==> config.mk <==
export PLATFORM = sky130hd
export DESIGN_NAME = standby_conversion_control
export DESIGN_NICKNAME = d
export VERILOG_FILES = /design/src/common/standby_pin_n_pkg.sv /design/src/standby_conversion_control.sv /design/src/phase_timer.sv
export SDC_FILE = /design/constraint.sdc
export NUM_CORES = 1
export LEC_CHECK = 0
export ABC_AREA = 1
export BUFFER_PORTS_ARGS = -buffer_cell sky130_fd_sc_hd__buf_2
export CAP_MARGIN = 40
export CORE_UTILIZATION = 45
export DETAILED_ROUTE_END_ITERATION = 10
export PLACE_DENSITY = 0.71
export SETUP_SLACK_MARGIN = 0.2
export SYNTH_ARGS = -nofsm -noshare
export SYNTH_HDL_FRONTEND = slang
export SYNTH_SLANG_ARGS = --single-unit
==> constraint.sdc <==
create_clock -name clk_in -period 4.1 [get_ports clk_in]
set_clock_uncertainty 0.15 [all_clocks]
set_input_delay 0.41 -clock clk_in [delete_from_list [all_inputs] [get_ports clk_in]]
set_output_delay 0.41 -clock clk_in [all_outputs]
set_load 0.02 [all_outputs]
==> src/common/standby_pin_n_pkg.sv <==
// Shared constants and state encoding for standby and conversion control
package standby_pin_n_pkg;

  // ==========================================================
  // Timing
  localparam int unsigned CLK_KHZ = 25000;
  localparam int unsigned CONV_TIME_MS = 125;
  localparam int unsigned CONV_CYCLES = CONV_TIME_MS * CLK_KHZ;
  localparam int unsigned FASTEST_RATE_HZ = 8;
  localparam int unsigned TIMER_W = 32;

  // ==========================================================
  // Rate select and data
  localparam int unsigned RATE_W = 3;
  localparam logic [RATE_W-1:0] RATE_SEL_MAX = 3'h7;
  localparam int unsigned TEMP_W = 8;
  localparam logic [TEMP_W-1:0] RESULT_RESET = 8'h00;

  // ==========================================================
  // Sequencer states
  typedef enum logic [3:0] {
    ST_IDLE = 4'h1,
    ST_REMOTE = 4'h2,
    ST_LOCAL = 4'h4,
    ST_WAIT = 4'h8
  } conv_state_t;

endpackage

==> src/standby_conversion_control.sv <==
// Standby, halt and one-shot control of the two-channel converter
`timescale 1ns/10ps
`default_nettype none

module standby_conversion_control #(
  parameter int unsigned CONV_CYCLES = standby_pin_n_pkg::CONV_CYCLES
) (
  input wire logic clk_in,
  input wire logic arst_n_in,
  input wire logic standby_pin_n_in,
  input wire logic halt_bit_in,
  input wire logic one_shot_in,
  input wire logic [standby_pin_n_pkg::RATE_W-1:0] rate_sel_in,
  input wire logic [standby_pin_n_pkg::TEMP_W-1:0] remote_sample_in,
  input wire logic [standby_pin_n_pkg::TEMP_W-1:0] local_sample_in,
  output logic adc_enable_out,
  output logic channel_remote_out,
  output logic busy_out,
  output logic standby_out,
  output logic conv_done_out,
  output logic [standby_pin_n_pkg::TEMP_W-1:0] remote_temp_out,
  output logic [standby_pin_n_pkg::TEMP_W-1:0] local_temp_out
);
  import standby_pin_n_pkg::*;

  // ==========================================================
  // Elaboration check
  localparam int unsigned PHASE_CYCLES = CONV_CYCLES / 2;
  localparam logic [TIMER_W-1:0] PHASE_W = TIMER_W'(PHASE_CYCLES);
  localparam logic [TIMER_W-1:0] CONV_W = TIMER_W'(CONV_CYCLES);

  initial begin
    if (CONV_CYCLES < 4 || CONV_CYCLES > 32'h01000000 ||
        (CONV_CYCLES % 2) != 0) begin
      $error("CONV_CYCLES must be even and between 4 and 2^24");
    end
  end

  // ==========================================================
  // Standby decode
  logic hw_standby_pin_n;
  logic sw_standby_pin_n;
  logic standby_pin_n;
  logic os_start;
  logic oneshot_q;
  logic abort;

  assign hw_standby_pin_n = !standby_pin_n_in;
  assign sw_standby_pin_n = halt_bit_in;
  assign standby_pin_n = hw_standby_pin_n || sw_standby_pin_n;
  assign os_start = one_shot_in && !hw_standby_pin_n;
  assign abort = hw_standby_pin_n || (sw_standby_pin_n && !oneshot_q);

  // ==========================================================
  // Rate interval
  logic [TIMER_W-1:0] periods;
  logic [TIMER_W-1:0] idle_cycles;

  always_comb begin
    periods = (32'h1 << (RATE_SEL_MAX - rate_sel_in)) - 32'h1;
    idle_cycles = periods * CONV_W;
  end

  // ==========================================================
  // Sequencer
  conv_state_t state_q;
  conv_state_t state_d;
  logic tmr_done;
  logic tmr_load;
  logic tmr_clear;
  logic [TIMER_W-1:0] tmr_val;
  logic commit;

  always_comb begin
    state_d = state_q;
    case (state_q)
      ST_IDLE: begin
        if (os_start || !standby_pin_n) begin
          state_d = ST_REMOTE;
        end
      end
      ST_REMOTE: begin
        if (abort) begin
          state_d = ST_IDLE;
        end else if (tmr_done) begin
          state_d = ST_LOCAL;
        end
      end
      ST_LOCAL: begin
        if (abort) begin
          state_d = ST_IDLE;
        end else if (tmr_done) begin
          if (standby_pin_n) begin
            state_d = ST_IDLE;
          end else if (idle_cycles == '0) begin
            state_d = ST_REMOTE;
          end else begin
            state_d = ST_WAIT;
          end
        end
      end
      ST_WAIT: begin
        if (standby_pin_n) begin
          state_d = ST_IDLE;
        end else if (os_start || tmr_done) begin
          state_d = ST_REMOTE;
        end
      end
      default: begin
        state_d = ST_IDLE;
      end
    endcase
  end

  always_ff @(posedge clk_in or negedge arst_n_in) begin
    if (!arst_n_in) begin
      state_q <= ST_IDLE;
    end else begin
      state_q <= state_d;
    end
  end

  // One-shot run flag, set only for a conversion started in software standby, cleared when it ends
  always_ff @(posedge clk_in or negedge arst_n_in) begin
    if (!arst_n_in) begin
      oneshot_q <= 1'b0;
    end else if (state_q != ST_REMOTE && state_d == ST_REMOTE) begin
      oneshot_q <= standby_pin_n;
    end else if (state_d == ST_IDLE || state_d == ST_WAIT) begin
      oneshot_q <= 1'b0;
    end
  end

  // ==========================================================
  // Phase timer
  assign tmr_load = (state_d != state_q) && (state_d != ST_IDLE);
  assign tmr_clear = (state_d == ST_IDLE);
  assign tmr_val = (state_d == ST_WAIT) ? idle_cycles : PHASE_W;

  phase_timer #(
    .WIDTH(TIMER_W)
  ) u_timer (
    .clk_in(clk_in),
    .arst_n_in(arst_n_in),
    .load_in(tmr_load),
    .clear_in(tmr_clear),
    .load_val_in(tmr_val),
    .done_out(tmr_done)
  );

  // ==========================================================
  // Results
  logic [TEMP_W-1:0] remote_pend_q;
  logic [TEMP_W-1:0] remote_temp_q;
  logic [TEMP_W-1:0] local_temp_q;

  assign commit = (state_q == ST_LOCAL) && tmr_done && !abort;

  always_ff @(posedge clk_in or negedge arst_n_in) begin
    if (!arst_n_in) begin
      remote_pend_q <= RESULT_RESET;
    end else if (state_q == ST_REMOTE && tmr_done && !abort) begin
      remote_pend_q <= remote_sample_in;
    end
  end

  // Written only on a completed cycle; held in hardware standby, and in software standby except by a one-shot conversion
  always_ff @(posedge clk_in or negedge arst_n_in) begin
    if (!arst_n_in) begin
      remote_temp_q <= RESULT_RESET;
      local_temp_q <= RESULT_RESET;
    end else if (commit) begin
      remote_temp_q <= remote_pend_q;
      local_temp_q <= local_sample_in;
    end
  end

  // Results are never gated, so host reads see them at all times
  assign remote_temp_out = remote_temp_q;
  assign local_temp_out = local_temp_q;

  // ==========================================================
  // Status outputs
  assign adc_enable_out = (state_q == ST_REMOTE) || (state_q == ST_LOCAL);
  assign busy_out = adc_enable_out;
  assign channel_remote_out = (state_q == ST_REMOTE);
  assign standby_out = standby_pin_n;
  assign conv_done_out = commit;

  // ==========================================================
  // Checks
  logic [TIMER_W-1:0] busy_cnt_q;

  always_ff @(posedge clk_in or negedge arst_n_in) begin
    if (!arst_n_in) begin
      busy_cnt_q <= '0;
    end else if (!busy_out || commit) begin
      busy_cnt_q <= '0;
    end else begin
      busy_cnt_q <= busy_cnt_q + 32'h1;
    end
  end
endmodule
`default_nettype wire

==> src/phase_timer.sv <==
// Down-counting phase timer with load, clear and done pulse
`timescale 1ns/10ps
`default_nettype none

module phase_timer #(
  parameter int unsigned WIDTH = 32
) (
  input wire logic clk_in,
  input wire logic arst_n_in,
  input wire logic load_in,
  input wire logic clear_in,
  input wire logic [WIDTH-1:0] load_val_in,
  output logic done_out
);

  // ==========================================================
  // Elaboration check
  initial begin
    if (WIDTH < 2) begin
      $error("phase_timer width too small");
    end
  end

  // ==========================================================
  // Counter
  logic [WIDTH-1:0] cnt_q;
  logic run_q;

  assign done_out = run_q && (cnt_q == '0);

  always_ff @(posedge clk_in or negedge arst_n_in) begin
    if (!arst_n_in) begin
      cnt_q <= '0;
      run_q <= 1'b0;
    end else if (load_in) begin
      cnt_q <= load_val_in - {{(WIDTH-1){1'b0}}, 1'b1};
      run_q <= 1'b1;
    end else if (clear_in || done_out) begin
      run_q <= 1'b0;
    end else if (run_q) begin
      cnt_q <= cnt_q - {{(WIDTH-1){1'b0}}, 1'b1};
    end
  end

endmodule
`default_nettype wire

==> out/metrics.cfg <==
[clock_network]
numCtsBuffers = 9
cts.sinks = 62
clock_path_buffers = 2
cts.clk_slew.worst_paths_ns = 0.06
htree_num_levels = 3
clock-root-buffer = clkbuf_16
clk_latency_ns = 0.34
tritoncts = yes

[cells_and_area]
area_growth_pct = 38.78
drive_gt1_share_pct = 29.89
num-nets-final = 1882
fin_cells = 1921
n_antenna_cell = 0
final_area_um2 = 13630
post-route-util_pct = 64.23

[synth]
yosysMostFrequentCell = nand2_1
synth-edff-count = 0
synth-main-ff-cell = dfrtp_1
synth_top_area_share_pct = 25.07
netlist_area_um2 = 9821
syn_inst = 1321
ys_types = 43
synth_common_cells = nand2_1 (353), inv_1 (288), fa_1 (123)
synth-simple-area-share_pct = 26.61
syn_avg_cell_area_um2 = 7.434
synth_compound_area_share_pct = 4.102
ys_ff_latch = 62
synthMuxAreaShare_pct = 0.9173
yosys.area_share.adder_pct = 37.05
yosysTopAreaCell = fa_1
synth_seq_area_share_pct = 15.81
synthArstFlopShare_pct = 100.0
synth_area_leaders = fa_1 (25%), dfrtp_1 (16%), nand2_1 (13%), ha_1 (12%), inv_1 (11%)
synth_top_family_by_area = adder cells
yosysWarningCount = 0
synthXorXnorAreaFrac_pct = 2.943

[global_route]
grt_pass1_wl_um = 47540
grt.total_usage_pct = 27.08
grt_pass1_vias = 9988
antenna_found_initial = 0
overflow = 0
grt_start_max_net_pins = 34

[die]
io_pins = 45
start_util_pct = 46.28
dieArea_um2 = 22420
num_rows = 53
core-area_um2 = 21220
fp.dieW_um = 149.7
die_y_um = 149.7

[sta]
period_minus_slack_ns = 6.934
setup_viol = 36
rsz0062_at_grt = yes
setup_tns_ns = -93.25
setup_slack_ns = -2.834
slew_viol_final = 0
fmaxAchievable_mhz = 144.2
tightest_slew_ns = 0.7387
max-slew-margin-rel_pct = 50.75
period_share_pct = 169.1
hold_viol = 0

[setup_path]
slowest_stage = fa_1
required_ns = 4.17
critPathMaxStageDelay_ns = 0.54
r2r_end = u_timer.cnt_q[14]$_DFFE_PN0P_
rrSetupSlack_ns = -0.48
worstPathArrival_ns = 7.00
cp_max_fo = 7
timing.rr.start = u_timer.cnt_q[9]$_DFFE_PN0P_
endpoint_kind = flip-flop
cp_common_cell = nand2_1
path_class = in2reg
crit_path_start_kind = input port
reg2regPathDepth = 19

[drt]
vias_per_cell = 5.078
routed_wl_um = 29530
dr.pass1.iters = 6
drcViolationCount = 0
wire_per_inst_um = 15.37
ant_nets = 0
via_count = 9755
first_iter_violations = 723

[power]
vdd_ir_drop_max_v = 0.001004
p_leak_uw = 0.007412
p_per_area_nw_per_um2 = 987.3

[worst_hold_path]
worstHoldPathCells = 3
hp-start = local_sample_in[6]
min_to = local_temp_out[6]$_DFFE_PN0P_
holdCritPathClass = in2reg

[place]
placedCellCount = 1847
portBuffers = 44
routabilityCongestion = 0.9271
post-dp-hpwl_um = 21750
dpl_cell_area_um2 = 12030

[run_status]
violations = setup timing
outcome = complete, but fails checks

[job]
max_cap_violations = 0

==> cell usage in the layout (no fill, tap or decap), types with 18 or more instances in the layout <==
master   netlist  layout
a21oi_1       28      23
buf_2          5      42
buf_4          3     209
conb_1         2      59
dfrtp_1       61      61
fa_1         123     121
ha_1          94      86
inv_1        288     280
nand2_1      353     287
nand2_2        6      55
nand2_4        4      18
nand3_1      113      83
nand3_2        1      27
nor2_1        79      45
nor2_4         4      26
o21ai_1        8      18
xnor2_1       24      24
==> metrics by stage <==
step | setup WS (ns) | total power, µW | hold slack, ns
6_report | -2.834 | 13460 | 0.1168
5_1_grt | -3.082 | 14860 | 0.1191
4_1_cts | -2.542 | 12560 | 0.1180
3_5_place_dp | -3.062 | 10350 | 0.3027
3_3_place_gp | -2.953 | 10170 | 0.2983
2_1_floorplan | -2.621 | 6920 | -0.03559
==> flip-flops by register name, summed over array words and instances, names as in the netlist <==
signal           flops
u_timer.run_q        1
u_timer.cnt_q       32
oneshot_q            1
local_temp_out       8
state_q              4
remote_temp_out      8
remote_pend_q        8
==> metal layers <==
layer / share of wire [%] / up-vias / wire length (µm) / GRT usage (%)
li1: - / 4607 / - / -
met5: 0 / - / 0 / 0
met2: 49 / 336 / 14570 / 47.38
met4: 3.7 / 0 / 1099 / 9.646
met1: 42 / 4716 / 12340 / 33.96
met3: 5.1 / 96 / 1514 / 3.780
==> cells by family after synthesis <==
group,Yosys count
compound gates,74
xor+xnor,33
fa+ha+maj,217
buf+inv,318
flops,62
mux,8
other cells,2
simple gates,607
==> power by group <==
part	leakage (µW)	internal, µW	switching (µW)
Sequential	0.000810	773	137
Clock	0.000161	541	326
Combinational	0.00644	5700	5970
==> timing repair <==
item | CTS | global route
endpoints found under the hold margin | 8 | 0
gates cloned | 5 | 0
resized for setup | 99 | 87
hold buffers | 1 | 0
endpoints found under the setup margin | 36 | 36
buffers inserted | 39 | 13
pin swaps | 33 | 58
==> layout make-up <==
cell class | count | area, µm²
tap | 275 | 344.1
fill | 1712 | 7591
sequential | 62 | 1553
inverter | 294 | 1117
timing repair buffer | 274 | 2180
clock buffer | 9 | 225.2
multi-input combinational | 1000 | 8107
clock inverter | 7 | 103.9
==> worst max path at each step <==
stage / startpoint / endpoint / slack, ns
after floorplan: rate_sel_in[1] / u_timer.cnt_q[23]$_DFFE_PN0P_ / -2.62
after global routing: rate_sel_in[1] / u_timer.cnt_q[14]$_DFFE_PN0P_ / -3.08
after CTS: rate_sel_in[1] / u_timer.cnt_q[22]$_DFFE_PN0P_ / -2.54
after global placement: rate_sel_in[0] / u_timer.cnt_q[26]$_DFFE_PN0P_ / -2.95
final: rate_sel_in[1] / u_timer.cnt_q[14]$_DFFE_PN0P_ / -2.83
after detailed placement: rate_sel_in[0] / u_timer.cnt_q[28]$_DFFE_PN0P_ / -3.06
==> worst max-delay path, delay by kind of cell <==
family | cells | cell delay (ns)
buffers and inverters | 9 | 0.57
AOI/OAI and AO/OA | 1 | 0.08
adders and majority gates | 9 | 3.38
and+or+nand+nor | 24 | 2.52
Power figures use the tool's default switching activity.
